===== src/rtl/fcd_pkg.sv =====
package fcd_pkg;

    // ****************************************************************
    // Command codes
    // ****************************************************************
    localparam logic [7:0] CMD_VERIFY_ALL = 8'h01;
    localparam logic [7:0] CMD_VERIFY_BLOCK = 8'h02;
    localparam logic [7:0] CMD_VERIFY_PSECT = 8'h03;
    localparam logic [7:0] CMD_READ_ONCE = 8'h04;
    localparam logic [7:0] CMD_PROG_P = 8'h06;
    localparam logic [7:0] CMD_PROG_ONCE = 8'h07;
    localparam logic [7:0] CMD_ERASE_ALL = 8'h08;
    localparam logic [7:0] CMD_ERASE_BLOCK = 8'h09;
    localparam logic [7:0] CMD_ERASE_PSECT = 8'h0a;
    localparam logic [7:0] CMD_UNSECURE = 8'h0b;
    localparam logic [7:0] CMD_KEY_VERIFY = 8'h0c;
    localparam logic [7:0] CMD_USER_MARGIN = 8'h0d;
    localparam logic [7:0] CMD_FIELD_MARGIN = 8'h0e;
    localparam logic [7:0] CMD_VERIFY_DSECT = 8'h10;
    localparam logic [7:0] CMD_PROG_D = 8'h11;
    localparam logic [7:0] CMD_ERASE_DSECT = 8'h12;

    // ****************************************************************
    // Modes, sizes and reset values
    // ****************************************************************
    localparam logic MODE_NORMAL = 1'b0;
    localparam logic MODE_SPECIAL = 1'b1;
    localparam int ONCE_FIELD_BYTES = 64;
    localparam logic [2:0] PROG_D_MIN_WORDS = 3'h1;
    localparam logic [2:0] PROG_D_MAX_WORDS = 3'h4;
    localparam int MARGIN_W = 2;
    localparam logic [MARGIN_W-1:0] MARGIN_NORMAL = 2'h0;
    localparam logic COMPLETE_RST = 1'b1;
    localparam logic FLAG_RST = 1'b0;

    // ****************************************************************
    // Types
    // ****************************************************************
    typedef enum logic [2:0] {
        FCD_IDLE,
        FCD_LOCAL,
        FCD_RUN,
        FCD_UNSEC_ERASE,
        FCD_UNSEC_VERIFY
    } fcd_state_e;

    typedef struct packed {
        logic valid;
        logic pgm_erase;
        logic uses_pf;
        logic uses_df;
        logic margin;
    } fcd_class_s;

endpackage : fcd_pkg


===== src/rtl/fcd_dec_if.sv =====
`timescale 1ns/1ns
interface fcd_dec_if;
    logic [7:0] code;
    logic special;
    logic secured;
    logic target_df;
    fcd_pkg::fcd_class_s cls;

    // ****************************************************************
    // Sequencer side and decoder side
    // ****************************************************************
    modport seq (output code, output special, output secured, output target_df, input cls);
    modport dec (input code, input special, input secured, input target_df, output cls);
endinterface : fcd_dec_if


===== src/rtl/fcd_decode.sv =====
`timescale 1ns/1ns
module fcd_decode (
    // Command to classify
    fcd_dec_if.dec dec
);

    // ****************************************************************
    // Availability per mode and security
    // ****************************************************************
    function automatic logic fcd_avail(input logic [7:0] c, input logic sp, input logic sec);
        logic known;
        logic ok;
        known = 1'b1;
        case (c)
            fcd_pkg::CMD_VERIFY_ALL, fcd_pkg::CMD_VERIFY_BLOCK: ok = 1'b1;
            fcd_pkg::CMD_ERASE_ALL, fcd_pkg::CMD_UNSECURE: ok = sp;
            fcd_pkg::CMD_KEY_VERIFY: ok = !sp;
            fcd_pkg::CMD_FIELD_MARGIN: ok = sp && !sec;
            fcd_pkg::CMD_VERIFY_PSECT, fcd_pkg::CMD_READ_ONCE, fcd_pkg::CMD_PROG_P,
            fcd_pkg::CMD_PROG_ONCE, fcd_pkg::CMD_ERASE_BLOCK, fcd_pkg::CMD_ERASE_PSECT,
            fcd_pkg::CMD_USER_MARGIN, fcd_pkg::CMD_VERIFY_DSECT, fcd_pkg::CMD_PROG_D,
            fcd_pkg::CMD_ERASE_DSECT: ok = !(sec && sp);
            default: begin
                known = 1'b0;
                ok = 1'b0;
            end
        endcase
        return known && ok;
    endfunction : fcd_avail

    // ****************************************************************
    // Command class
    // ****************************************************************
    always_comb begin
        dec.cls = '0;
        dec.cls.valid = fcd_avail(dec.code, dec.special, dec.secured);
        case (dec.code)
            fcd_pkg::CMD_VERIFY_ALL: begin
                dec.cls.uses_pf = 1'b1;
                dec.cls.uses_df = 1'b1;
            end
            fcd_pkg::CMD_VERIFY_BLOCK: begin
                dec.cls.uses_pf = !dec.target_df;
                dec.cls.uses_df = dec.target_df;
            end
            fcd_pkg::CMD_VERIFY_PSECT, fcd_pkg::CMD_READ_ONCE,
            fcd_pkg::CMD_KEY_VERIFY: dec.cls.uses_pf = 1'b1;
            fcd_pkg::CMD_PROG_P, fcd_pkg::CMD_PROG_ONCE, fcd_pkg::CMD_ERASE_PSECT: begin
                dec.cls.pgm_erase = 1'b1;
                dec.cls.uses_pf = 1'b1;
            end
            fcd_pkg::CMD_ERASE_ALL, fcd_pkg::CMD_UNSECURE: begin
                dec.cls.pgm_erase = 1'b1;
                dec.cls.uses_pf = 1'b1;
                dec.cls.uses_df = 1'b1;
            end
            fcd_pkg::CMD_ERASE_BLOCK: begin
                dec.cls.pgm_erase = 1'b1;
                dec.cls.uses_pf = !dec.target_df;
                dec.cls.uses_df = dec.target_df;
            end
            fcd_pkg::CMD_VERIFY_DSECT: dec.cls.uses_df = 1'b1;
            fcd_pkg::CMD_PROG_D, fcd_pkg::CMD_ERASE_DSECT: begin
                dec.cls.pgm_erase = 1'b1;
                dec.cls.uses_df = 1'b1;
            end
            fcd_pkg::CMD_USER_MARGIN, fcd_pkg::CMD_FIELD_MARGIN: dec.cls.margin = 1'b1;
            default: dec.cls.valid = 1'b0;
        endcase
    end

endmodule : fcd_decode


===== src/rtl/fcd_top.sv =====
`timescale 1ns/1ns
module fcd_top (
    // Clock and reset
    input wire logic sys_clk_i,
    input wire logic rst_b_i,
    // Mode and security
    input wire logic mode_special_i,
    input wire logic secured_i,
    // Command write sequence
    input wire logic [7:0] command_code_i,
    input wire logic target_dflash_i,
    input wire logic [2:0] word_count_i,
    input wire logic [fcd_pkg::MARGIN_W-1:0] margin_level_i,
    input wire logic launch_i,
    input wire logic error_clear_i,
    // Clock divider write strobe
    input wire logic divider_write_i,
    // Protection bits
    input wire logic pflash_low_unprotect_i,
    input wire logic pflash_high_unprotect_i,
    input wire logic pflash_protect_open_i,
    input wire logic dflash_protect_open_i,
    // One-time field state held in the information area
    input wire logic once_field_used_i,
    // Array engine
    input wire logic op_done_i,
    input wire logic verify_ok_i,
    // Status
    output logic command_complete_flag_o,
    output logic access_error_flag_o,
    output logic protect_violation_flag_o,
    output logic divider_loaded_flag_o,
    output logic security_release_o,
    // Engine dispatch
    output logic op_start_o,
    output logic [7:0] op_code_o,
    output logic op_target_dflash_o,
    output logic [2:0] op_word_count_o,
    // Read permission and margin levels
    output logic pflash_read_ok_o,
    output logic dflash_read_ok_o,
    output logic [fcd_pkg::MARGIN_W-1:0] pflash_user_margin_o,
    output logic [fcd_pkg::MARGIN_W-1:0] dflash_user_margin_o,
    output logic [fcd_pkg::MARGIN_W-1:0] pflash_field_margin_o,
    output logic [fcd_pkg::MARGIN_W-1:0] dflash_field_margin_o
);

    // ****************************************************************
    // State
    // ****************************************************************
    typedef struct packed {
        fcd_pkg::fcd_state_e state;
        logic command_complete_flag;
        logic access_error_flag;
        logic fpviol;
        logic div_loaded;
        logic once_done;
        logic sec_release;
        logic op_start;
        logic [7:0] code;
        logic target_df;
        logic [2:0] words;
        logic pf_busy;
        logic df_write;
        logic [fcd_pkg::MARGIN_W-1:0] pf_user;
        logic [fcd_pkg::MARGIN_W-1:0] df_user;
        logic [fcd_pkg::MARGIN_W-1:0] pf_field;
        logic [fcd_pkg::MARGIN_W-1:0] df_field;
    } fcd_regs_s;

    fcd_regs_s s;
    fcd_regs_s next_s;
    logic [1:0] rst_sync;
    logic rst_n;
    logic launch_ok;
    logic pf_open_all;
    fcd_dec_if dif ();

    // ****************************************************************
    // Reset release
    // ****************************************************************
    always_ff @(posedge sys_clk_i or negedge rst_b_i) begin
        if (!rst_b_i) begin
            rst_sync <= 2'h0;
        end else begin
            rst_sync <= {rst_sync[0], 1'b1};
        end
    end
    assign rst_n = rst_sync[1];

    // ****************************************************************
    // Command decode
    // ****************************************************************
    assign dif.code = command_code_i;
    assign dif.special = (mode_special_i == fcd_pkg::MODE_SPECIAL);
    assign dif.secured = secured_i;
    assign dif.target_df = target_dflash_i;

    fcd_decode u_decode (
        .dec(dif)
    );

    // Launch only taken while idle and no error pending
    assign launch_ok = launch_i && s.command_complete_flag && !s.access_error_flag && !s.fpviol;
    assign pf_open_all = pflash_low_unprotect_i && pflash_high_unprotect_i
        && pflash_protect_open_i;

    // ****************************************************************
    // Sequencer next state
    // ****************************************************************
    always_comb begin
        next_s = s;
        next_s.op_start = 1'b0;
        next_s.sec_release = 1'b0;
        // Error clear first, so a same-cycle set below wins
        if (error_clear_i) begin
            next_s.access_error_flag = 1'b0;
            next_s.fpviol = 1'b0;
        end
        if (divider_write_i) begin
            next_s.div_loaded = 1'b1;
        end
        case (s.state)
            fcd_pkg::FCD_IDLE: begin
                if (launch_ok) begin
                    if (!dif.cls.valid) begin
                        next_s.access_error_flag = 1'b1;
                    end else if (dif.cls.pgm_erase && !s.div_loaded) begin
                        next_s.access_error_flag = 1'b1;
                    end else if (command_code_i == fcd_pkg::CMD_PROG_D
                            && (word_count_i < fcd_pkg::PROG_D_MIN_WORDS
                            || word_count_i > fcd_pkg::PROG_D_MAX_WORDS)) begin
                        next_s.access_error_flag = 1'b1;
                    end else if (command_code_i == fcd_pkg::CMD_PROG_ONCE
                            && (s.once_done || once_field_used_i)) begin
                        next_s.access_error_flag = 1'b1;
                    end else if (command_code_i == fcd_pkg::CMD_ERASE_ALL
                            && !(pf_open_all && dflash_protect_open_i)) begin
                        next_s.fpviol = 1'b1;
                    end else if (command_code_i == fcd_pkg::CMD_ERASE_BLOCK
                            && !target_dflash_i && !pf_open_all) begin
                        next_s.fpviol = 1'b1;
                    end else if (command_code_i == fcd_pkg::CMD_ERASE_BLOCK
                            && target_dflash_i && !dflash_protect_open_i) begin
                        next_s.fpviol = 1'b1;
                    end else if (dif.cls.margin) begin
                        // Margin levels are held here; done one cycle later
                        next_s.command_complete_flag = 1'b0;
                        next_s.state = fcd_pkg::FCD_LOCAL;
                        if (command_code_i == fcd_pkg::CMD_USER_MARGIN) begin
                            if (target_dflash_i) begin
                                next_s.df_user = margin_level_i;
                            end else begin
                                next_s.pf_user = margin_level_i;
                            end
                        end else if (target_dflash_i) begin
                            next_s.df_field = margin_level_i;
                        end else begin
                            next_s.pf_field = margin_level_i;
                        end
                    end else begin
                        // Dispatch to the array engine
                        next_s.command_complete_flag = 1'b0;
                        next_s.op_start = 1'b1;
                        next_s.code = command_code_i;
                        next_s.target_df = target_dflash_i;
                        next_s.words = word_count_i;
                        next_s.pf_busy = dif.cls.uses_pf;
                        next_s.df_write = dif.cls.uses_df && dif.cls.pgm_erase;
                        if (command_code_i == fcd_pkg::CMD_UNSECURE) begin
                            next_s.code = fcd_pkg::CMD_ERASE_ALL;
                            next_s.state = fcd_pkg::FCD_UNSEC_ERASE;
                        end else begin
                            next_s.state = fcd_pkg::FCD_RUN;
                        end
                    end
                end
            end
            fcd_pkg::FCD_LOCAL: begin
                next_s.command_complete_flag = 1'b1;
                next_s.state = fcd_pkg::FCD_IDLE;
            end
            fcd_pkg::FCD_RUN: begin
                if (op_done_i) begin
                    next_s.command_complete_flag = 1'b1;
                    next_s.pf_busy = 1'b0;
                    next_s.df_write = 1'b0;
                    next_s.state = fcd_pkg::FCD_IDLE;
                    if (s.code == fcd_pkg::CMD_PROG_ONCE) begin
                        next_s.once_done = 1'b1;
                    end
                    if (s.code == fcd_pkg::CMD_KEY_VERIFY && verify_ok_i) begin
                        next_s.sec_release = 1'b1;
                    end
                end
            end
            fcd_pkg::FCD_UNSEC_ERASE: begin
                // Erase done, now verify every block
                if (op_done_i) begin
                    next_s.op_start = 1'b1;
                    next_s.code = fcd_pkg::CMD_VERIFY_ALL;
                    next_s.df_write = 1'b0;
                    next_s.state = fcd_pkg::FCD_UNSEC_VERIFY;
                end
            end
            fcd_pkg::FCD_UNSEC_VERIFY: begin
                if (op_done_i) begin
                    next_s.command_complete_flag = 1'b1;
                    next_s.pf_busy = 1'b0;
                    next_s.sec_release = verify_ok_i;
                    next_s.state = fcd_pkg::FCD_IDLE;
                end
            end
            default: begin
                next_s.state = fcd_pkg::FCD_IDLE;
                next_s.command_complete_flag = fcd_pkg::COMPLETE_RST;
            end
        endcase
    end

    // ****************************************************************
    // State register
    // ****************************************************************
    always_ff @(posedge sys_clk_i or negedge rst_n) begin
        if (!rst_n) begin
            s <= '0;
            s.state <= fcd_pkg::FCD_IDLE;
            s.command_complete_flag <= fcd_pkg::COMPLETE_RST;
            s.access_error_flag <= fcd_pkg::FLAG_RST;
            s.fpviol <= fcd_pkg::FLAG_RST;
            s.div_loaded <= fcd_pkg::FLAG_RST;
            s.pf_user <= fcd_pkg::MARGIN_NORMAL;
            s.df_user <= fcd_pkg::MARGIN_NORMAL;
            s.pf_field <= fcd_pkg::MARGIN_NORMAL;
            s.df_field <= fcd_pkg::MARGIN_NORMAL;
        end else begin
            s <= next_s;
        end
    end

    // ****************************************************************
    // Outputs
    // ****************************************************************
    assign command_complete_flag_o = s.command_complete_flag;
    assign access_error_flag_o = s.access_error_flag;
    assign protect_violation_flag_o = s.fpviol;
    assign divider_loaded_flag_o = s.div_loaded;
    assign security_release_o = s.sec_release;
    assign op_start_o = s.op_start;
    assign op_code_o = s.code;
    assign op_target_dflash_o = s.target_df;
    assign op_word_count_o = s.words;
    assign pflash_user_margin_o = s.pf_user;
    assign dflash_user_margin_o = s.df_user;
    assign pflash_field_margin_o = s.pf_field;
    assign dflash_field_margin_o = s.df_field;

    // Pflash reads stay open during dflash-only writes unless margin reading
    assign pflash_read_ok_o = !s.pf_busy && !(s.df_write
        && (s.pf_user != fcd_pkg::MARGIN_NORMAL
        || s.pf_field != fcd_pkg::MARGIN_NORMAL));
    assign dflash_read_ok_o = !s.df_write && !(s.pf_busy && s.code != fcd_pkg::CMD_VERIFY_ALL
        && s.state != fcd_pkg::FCD_UNSEC_VERIFY) || !s.pf_busy && !s.df_write;

endmodule : fcd_top

===== config.mk =====
export PLATFORM = sky130hd
export DESIGN_NAME = fcd_top
export DESIGN_NICKNAME = d
export VERILOG_FILES = /design/src/rtl/fcd_pkg.sv /design/src/rtl/fcd_dec_if.sv /design/src/rtl/fcd_decode.sv /design/src/rtl/fcd_top.sv
export SDC_FILE = /design/constraint.sdc
export NUM_CORES = 1
export LEC_CHECK = 0
export ABC_CLOCK_PERIOD_IN_PS = 1900
export BUFFER_PORTS_ARGS = -buffer_cell sky130_fd_sc_hd__buf_2
export CAP_MARGIN = 20
export CORE_MARGIN = 2
export CORE_UTILIZATION = 50
export DETAILED_ROUTE_END_ITERATION = 7
export PLACE_DENSITY = 0.87
export RECOVER_POWER = 50
export SYNTH_ARGS = -nofsm -noshare
export SYNTH_HDL_FRONTEND = slang
export SYNTH_SLANG_ARGS = --single-unit

===== constraint.sdc =====
create_clock -name sys_clk_i -period 1.9 [get_ports sys_clk_i]
set_input_delay 0.285 -clock sys_clk_i [delete_from_list [all_inputs] [get_ports sys_clk_i]]
set_output_delay 0.285 -clock sys_clk_i [all_outputs]
set_load 0.005 [all_outputs]

After elaboration in Yosys (flattened, before gate mapping). Cells that the tools add are included.

Register bits after elaboration: 34. Input bits: 28. Output and inout port bits: 28. Word-level logic and storage cells: 197.

Order comparisons: 2. Equality and inequality tests: 36. Mux-type cells: 61. Bitwise operators: 10. Reductions and logical operators: 70.

Operators by type and width (count): $mux 23 (8); $reduce_and 12->1 (6); $eq 8x4->1 const B (8); $mux 4 (11); $eq 8x3->1 const B (4); $reduce_and 10->1 (3); $logic_and 1x1->1 (25); $eq 8x5->1 const B (3); $ne 2x2->1 const B (12); $mux 1 (20); $pmux 9 s2 (1); $eq 8x2->1 const B (2); $mux 8 (2); $reduce_or 16->1 (1); $mux 15 (1); $logic_not 1->1 (14); $mux 2 (7); $reduce_and 11->1 (1); $not 1->1 (10); $reduce_or 10->1 (1); $reduce_or 2->1 (5); $mux 9 (1); $pmux 1 s3 (3); $pmux 3 s3 (1); 20 further kinds (29).

Longest topological paths before layout. Gate-level depths: netlist (run 1).

Word-level depth: 14. Depth in mapped cells: 8.

Modules after synthesis. A second synthesis (run 1) with hierarchy kept.

Cells, all modules: 230. Area total of the unflattened synthesis: 2162.1 um^2.

Modules (own cells, without submodules): fcd_top (instances 1, cells each 181, area each 1836.8 um^2, sequential area each 852.1 um^2); fcd_decode (instances 1, cells each 49, area each 325.3 um^2, sequential area each 0.0 um^2).

Worst setup path after synthesis (run 1). Ideal clock, no wire load.

Path kind: reg-to-reg. Start: register s (netlist bit command_complete_flag_o). End: register s (netlist bit dflash_user_margin_o[0]). Library setup time: 0.125 ns. Data arrival time: 2.144 ns. Required time: 1.775 ns. Slack: -0.369 ns. Stages on the path, launching flop included: 6. Clock period less this slack: 2.269 ns. Path through: dfstp_2 > nor4bb_1 > nand2_1 > or3b_4 > and4bb_1 > mux2_4.

Longest elaborated chain between the ends: 4.

Ends and longest elaborated chain: from (decl) (RTL line fcd_top.sv:71) `fcd_regs_s s;`; from (signal assigned) (RTL line fcd_top.sv:237) `s <= next_s;`; $logic_and 1x1->1 (3 in series) (RTL line fcd_top.sv:104) `assign launch_ok = launch_i && s.command_complete_flag && !s.access_error_flag && !s.fpviol;`; $reduce_and 12->1 (no source line).

Every way passes these cells. A chain may end at the register's enable or synchronous reset.

Worst setup path in the final report (run 1).
Start: register s (netlist bit command_complete_flag_o). End: register s (netlist bit op_code_o[1]).

Longest elaborated chain between the ends: 5.

Ends and longest elaborated chain (RTL line): $logic_and 1x1->1 (3 in series) (fcd_top.sv:104); $ne 2x2->1 (no source line); $reduce_and 11->1 (no source line).

Every way passes these cells.

==> results.sh, run 1 <==
export IMPL_grt_max_degree=29
export IMPL_diodes=0
export IMPL_slew_limit_headroom_pct=53.5
export IMPL_yosysSeqAreaShare_pct=38.0
export IMPL_grtUsageTotal_pct=26.2
export IMPL_final_fill_count=311
export IMPL_post_drt_via_cell_ratio=5.99
export IMPL_min_path_type="flop to asynchronous set/reset pin"
export IMPL_p_leak_nw=1.48
export IMPL_status="complete, but fails checks"
export IMPL_register_area_um2=852
export IMPL_setup_violations=19
export IMPL_numCtsBuffers=5
export IMPL_ir_drop_uv=424
export IMPL_maxCapViolCount=0
export IMPL_path_cells="nor4bb_4, nand2_2, or3b_4, buf_6, or4b_4, o21ai_2"
export IMPL_cp_data_arrival_time_ns=2.32
export IMPL_hold_viol=0
export IMPL_clkSinkCount=34
export IMPL_synth_edf_count=0
export IMPL_nets=335
export IMPL_syn_nets=258
export IMPL_synth_compound_area_share_pct=17.4
export IMPL_path_class="flop to flop"
export IMPL_synth_flop_cell="dfrtp_1"
export IMPL_wire_per_inst_um=18.3
export IMPL_critPathLaunchType="flop"
export IMPL_fin_ws_ns=-0.199
export IMPL_die_x_um=71.0
export IMPL_synthArstFlopShare_pct=100
export IMPL_slew_viol_final=0
export IMPL_crit_required_ns=2.13
export IMPL_synth_mux_area_share_pct=8.15
export IMPL_dpl_worst_slack_ns=-0.374
export IMPL_dieArea_um2=5040
export IMPL_drt_total_wl_mm=6.57
export IMPL_grt_pass1_vias=2108
export IMPL_ys_warn_count=0
export IMPL_rows=24
export IMPL_clock_fmax_ghz=0.476
export IMPL_synth_cell_types=58
export IMPL_yosys_area_share_adder_pct=0
export IMPL_antenna_found_initial=0
export IMPL_period_needed_ns=2.10
export IMPL_die_h_um=71.0
export IMPL_syn_cell_area_um2=2240
export IMPL_worst_hold_slack_ns=0.0881
export IMPL_tightest_slew_ns=0.697
export IMPL_p_per_area_nw_per_um2=750
export IMPL_cp_max_fo=3
export IMPL_synth_cells=230
export IMPL_synthSimpleGateAreaFrac_pct=23.2
export IMPL_gp_congestion=0.961
export IMPL_grt_first_pass_wirelength_mm=10.3
export IMPL_vias=2156
export IMPL_fin_crit_sh_pct=110
export IMPL_synth_top_family_by_area="simple AND/OR/NAND/NOR gates"
export IMPL_violations="negative setup slack"
export IMPL_drive_gt1_share_pct=49.7
export IMPL_synth_xor_area_share_pct=1.62
export IMPL_drc=0
export IMPL_cp_slowest_cell="dfstp_2"
export IMPL_multiInputGateArea_um2=1310
export IMPL_start_util_pct=51.9
export IMPL_coreArea_um2=4320
export IMPL_cts_tree="yes"
export IMPL_post_dp_hpwl_mm=4.22
export IMPL_cp_end_kind="flop"
export IMPL_fin_skew_ns=0.00433
export IMPL_clk_path_buf_depth=2
export IMPL_syn_to_final_growth_pct=35.1
export IMPL_slowest_delay_ns=0.56
export IMPL_htreeDepth=2
export IMPL_ant_nets=0
export IMPL_synth_seq_cells=34
export IMPL_dr_pass1_iters=4
export IMPL_gr_total_overflow=0
export IMPL_io_pins=56
export IMPL_cts_root_buffer="clkbuf_8"
export IMPL_path_clk_slew_ns=0.07
export IMPL_rsz0062_at_grt="yes"
export IMPL_synth_area_per_cell_um2=9.75
export IMPL_drt_iter0_drc=194
export IMPL_clock_latency_ns=0.30
export IMPL_io_buffer_count=55
[registers in the layout, indices dropped and copies added, names as in the netlist, 2 cells and up]
signal / count
s: 6
pflash_field_margin_o: 2
op_code_o: 8
rst_sync: 2
dflash_field_margin_o: 2
op_word_count_o: 3
pflash_user_margin_o: 2
dflash_user_margin_o: 2
[stage by stage]
step | std cells | util, % | TNS (ns) | instance area, µm² | total power, W
floorplan | 230 | - | -1.27 | 2310 | 0.00132
global placement | 340 | 62.2 | -6.89 | 2690 | 0.00152
detailed placement | 340 | 62.2 | -6.08 | 2690 | 0.00153
CTS | 357 | 68.5 | -1.50 | 2960 | 0.00220
global route | 360 | 70.1 | -4.95 | 3030 | 0.00237
finish | 360 | 70.1 | -2.27 | 3030 | 0.00227
[cell usage after synthesis (5+ instances only)]
| cell type | number | share of area [%] |
|---|---|---|
| dfrtp_1 | 33 | 37 |
| buf_4 | 21 | 7.0 |
| nand2_1 | 16 | 2.7 |
| a21oi_1 | 11 | 2.5 |
| nor2_1 | 11 | 1.8 |
| mux2_1 | 10 | 5.0 |
| nand3_1 | 10 | 2.2 |
| clkbuf_1 | 7 | 1.2 |
| inv_1 | 7 | 1.2 |
| o21ai_0 | 7 | 1.6 |
| a211oi_1 | 6 | 2.0 |
| nor3_1 | 6 | 1.3 |
| or3_1 | 6 | 1.7 |
| o211ai_1 | 5 | 1.7 |
[area by class of cell]
class,instances,area share [%]
Multi-Input combinational cell,154,43.2
Sequential cell,34,28.1
Timing Repair Buffer,104,22.5
Clock buffer,7,2.85
Tap cell,52,2.15
Inverter,8,0.991
Clock inverter,1,0.165
[path summary, 6_finish.rpt]
kind	start	to	slack, ns	cells past startpoint
setup / recovery	command_complete_flag_o	op_code_o[1]	-0.20	6
hold / removal	rst_sync[1]	op_target_dflash_o	0.09	0
setup reg to reg	command_complete_flag_o	op_code_o[1]	-0.20	6
hold reg to reg	rst_sync[1]	op_target_dflash_o	0.09	0
max in group asynchronous	rst_sync[1]	dflash_user_margin_o[0]	0.89	1
min in group sys_clk_i	divider_write_i	divider_loaded_flag_o	0.17	2
[metal layers]
metal | part of all wire (%) | global-route usage, % | up-vias
met2 | 48 | 40.9 | 121
li1 | - | - | 975
met1 | 41 | 33.8 | 1028
met5 | 0 | 0 | -
met3 | 7.2 | 6.55 | 32
met4 | 4.3 | 13.2 | 0
[cells in the final DEF (no fill, tap or decap), drive strengths merged, types with 2 or more instances in the layout]
master,synthesis,final
o211ai,5,5
nand4,2,2
or4,2,2
nor4,6,6
nand2b,4,4
or3,6,6
a211oi,6,6
o21ai,10,10
nor3b,3,3
and3b,3,3
and4bb,2,2
nand2,16,16
nor2b,3,3
clkbuf,7,9
a21oi,11,11
nand3,10,10
buf,27,101
mux2i,4,4
a21o,4,4
a221oi,2,2
dfrtp,33,33
nor2,11,11
inv,8,8
mux2,12,12
nor3,8,8
a31oi,4,4
[timing repair]
action | in CTS | in global routing
gates resized for setup | 22 | 12
pin swaps | 14 | 13
setup endpoints to repair | 23 | 28
setup buffers | 8 | 4
hold endpoints to repair | 2 | 0
hold buffers | 1 | 0
[where the power goes]
group / total [W] / internal, W / switching [W]
registers: 0.000911 / 0.000828 / 0.0000832
clock network: 0.000568 / 0.000292 / 0.000275
logic: 0.000793 / 0.000426 / 0.000367
total: 0.00227 / 0.00155 / 0.000726
[cell families after synthesis]
logic type / after synthesis
AOI/OAI and AO/OA: 52
xor gates and xnor gates: 2
buffers and inverters: 42
DFF: 34
muxes: 16
other: 1
and+or+nand+nor: 83
[worst max-delay path, delay by kind of cell, from the launching register on]
family	cells	cell delay, ns
and+or+nand+nor	4	1.25
DFF	1	0.56
buffers and inverters	1	0.14
AOI/OAI and AO/OA	1	0.07
Note: power is estimated with default switching activity, not from simulation.
==> run 2, diff against run 1 <==
Settings changed: SYNTH_HIERARCHICAL from default to 1.
==> results.sh, run 2 <==
export IMPL_die_x_um=69.8
export IMPL_cp_max_fo=2
export IMPL_tns_ns=-3.46
export IMPL_slew_viol_final=0
export IMPL_ys_warn_count=6
export IMPL_clock_fmax_ghz=0.453
export IMPL_synth_area_leaders="dfrtp_1, buf_4, mux2_2"
export IMPL_grt_pass1_vias=2168
export IMPL_drt_iter0_drc=312
export IMPL_tightest_slew_ns=0.839
export IMPL_met2_usage_pct=44.1
export IMPL_rsz0062_at_grt="yes"
export IMPL_clock_latency_ns=0.29
export IMPL_clk_path_buf_depth=2
export IMPL_endpoint="dflash_user_margin_o[1]"
export IMPL_yosysMostFrequentCell="dfrtp_1"
export IMPL_syn_nets=258
export IMPL_yosysTopAreaCell="dfrtp_1"
export IMPL_layout_commonest_cell="buf_2"
export IMPL_rrSetupSlack_ns=-0.31
export IMPL_synth_edf_count=0
export IMPL_io_pins=56
export IMPL_p_int_w=0.00170
export IMPL_synth_flop_cell="dfrtp_1"
export IMPL_register_area_um2=852
export IMPL_crit_path_start="command_complete_flag_o"
export IMPL_ir_drop_uv=396
export IMPL_grt_first_pass_wirelength_mm=10.8
export IMPL_numCtsBuffers=5
export IMPL_power_frac_comb_pct=33.9
export IMPL_rows=23
export IMPL_r2r_end="dflash_user_margin_o[1]"
export IMPL_finalNonFillerCells=364
export IMPL_syn_to_final_growth_pct=38.3
export IMPL_diodes=0
export IMPL_antenna_found_initial=0
export IMPL_reg2reg_depth=4
export IMPL_cp_data_arrival_time_ns=2.38
export IMPL_setup_violations=24
export IMPL_met3_usage_pct=4.36
export IMPL_clkSinkCount=34
export IMPL_cts_root_buffer="clkbuf_8"
export IMPL_synth_cells=230
export IMPL_start_util_pct=52.9
export IMPL_drt_total_wl_mm=7.24
export IMPL_crit_required_ns=2.07
export IMPL_post_dp_hpwl_mm=4.43
export IMPL_htreeDepth=2
export IMPL_p_leak_nw=1.51
export IMPL_synth_cell_types=56
export IMPL_dr_pass1_iters=5
export IMPL_status="complete, but fails checks"
export IMPL_multiInputGateArea_um2=1240
export IMPL_wire_per_inst_um=19.9
export IMPL_final_cell_mix="buf_2, buf_4, dfrtp_1"
export IMPL_synth_top_area_share_pct=38.2
export IMPL_violations="negative setup slack"
export IMPL_period_needed_ns=2.21
export IMPL_grt_max_degree=33
export IMPL_gp_congestion=0.927
export IMPL_swShare_pct=32.4
export IMPL_post_drt_via_cell_ratio=6.30
export IMPL_cp_end_kind="flop"
export IMPL_dieArea_um2=4870
export IMPL_synth_seq_cells=34
export IMPL_pwr_share_seq_pct=41.0
export IMPL_p_per_area_nw_per_um2=839
export IMPL_fin_ws_ns=-0.305
export IMPL_critPathLaunchType="flop"
export IMPL_reg2reg_from="command_complete_flag_o"
export IMPL_nets=341
export IMPL_yosysSeqAreaShare_pct=39.4
export IMPL_dp_cells=350
export IMPL_syn_cell_area_um2=2160
export IMPL_io_buffer_count=55
export IMPL_vias=2293
export IMPL_drive_gt1_share_pct=48.4
export IMPL_synthArstFlopShare_pct=100
export IMPL_cts_tree="yes"
export IMPL_min_path_type="input port to flop"
export IMPL_grt_use_met1_pct=35.2
export IMPL_path_clk_slew_ns=0.07
export IMPL_fin_skew_ns=0.00578
export IMPL_top_usage_layer="met2"
export IMPL_dpl_worst_slack_ns=-0.566
export IMPL_coreArea_um2=4090
export IMPL_fin_crit_sh_pct=116
export IMPL_ant_nets=0
export IMPL_maxCapViolCount=0
export IMPL_final_fill_count=270
export IMPL_power_frac_clock_pct=25.1
export IMPL_synth_common_cells="dfrtp_1, buf_4, nand2_1, inv_1, nor2_1"
export IMPL_design_area_um2=2990
export IMPL_die_h_um=69.8
export IMPL_synth_area_per_cell_um2=9.40
export IMPL_grtUsageTotal_pct=27.4
export IMPL_path_class="flop to flop"
export IMPL_slew_limit_headroom_pct=44.0
export IMPL_gr_total_overflow=0
export IMPL_largest_reg_flops=8
export IMPL_p_sw_w=0.000814
export IMPL_post_dp_cell_area_um2=2660
export IMPL_hold_viol=0
export IMPL_drc=0
[run 2: cell count changes after synthesis, sizes merged, moves of 5 or more]
cell	delta
a21boi	+5
nand2	+5
or3	-6
nand3	-5
[run 2: worst min-delay path by stage]
stage	start	endpoint	slack (ns)	cells after the start
after floorplan	rst_b_i	rst_sync[0]	-0.01	0
after global placement	rst_b_i	rst_sync[1]	0.07	1
after detailed placement	rst_b_i	rst_sync[0]	0.07	1
after CTS	divider_write_i	divider_loaded_flag_o	0.19	2
after global routing	divider_write_i	divider_loaded_flag_o	0.19	2
final	divider_write_i	divider_loaded_flag_o	0.18	2
[run 2: what timing repair did]
item / in CTS / in global routing
hold buffers: 1 / 0
setup endpoints to repair: 27 / 28
pin swaps: 8 / 6
resized for setup: 13 / 24
hold endpoints to repair: 2 / 0
buffers inserted: 2 / 3
[run 2: cell type report]
class | instances | share of cell area [%]
clock buffers | 8 | 3.68
inverters | 12 | 1.51
multi-input cells | 155 | 41.6
flip-flops and latches | 34 | 28.5
well taps | 50 | 2.09
repair buffers | 105 | 22.6
[run 2: critical path, stage by stage, from the launching register on]
cell       delay (ns)
dfstp_2          0.53
nand4bb_1        0.18
or4_4            0.49
or4_4            0.57
mux2_4           0.32
[run 2: logic make-up after synthesis]
kind of cell	count (synthesis)	synth area share, %
AOI/OAI and AO/OA	51	17.1
xor gates and xnor gates	1	0.405
buffers and inverters	41	11.6
DFF	34	39.4
muxes	19	9.84
other	1	0.173
and+or+nand+nor	83	21.5
[run 2: layer usage]
metal	vias up	share of wire [%]
li1	985	-
met1	1088	37
met2	168	48
met3	52	7.2
met4	0	7.7
met5	-	0
[run 2: power groups by stage]
stage                     Combinational [W]  Clock, W  Sequential (W)
after detailed placement           0.000664         0         0.00100
after global placement             0.000636         0        0.000997
after floorplan                    0.000454         0        0.000990
final                              0.000852  0.000630         0.00103
after global routing               0.000907  0.000663         0.00105
after CTS                          0.000724  0.000629         0.00100
[run 2: metrics by stage]
stage | utilization [%] | power (W) | hold WS, ns
2_1_floorplan | - | 0.00144 | -0.0106
3_3_place_gp | 65.0 | 0.00163 | 0.0695
3_5_place_dp | 65.0 | 0.00167 | 0.0747
4_1_cts | 70.1 | 0.00235 | 0.188
5_1_grt | 73.2 | 0.00262 | 0.187
6_report | 73.2 | 0.00251 | 0.182
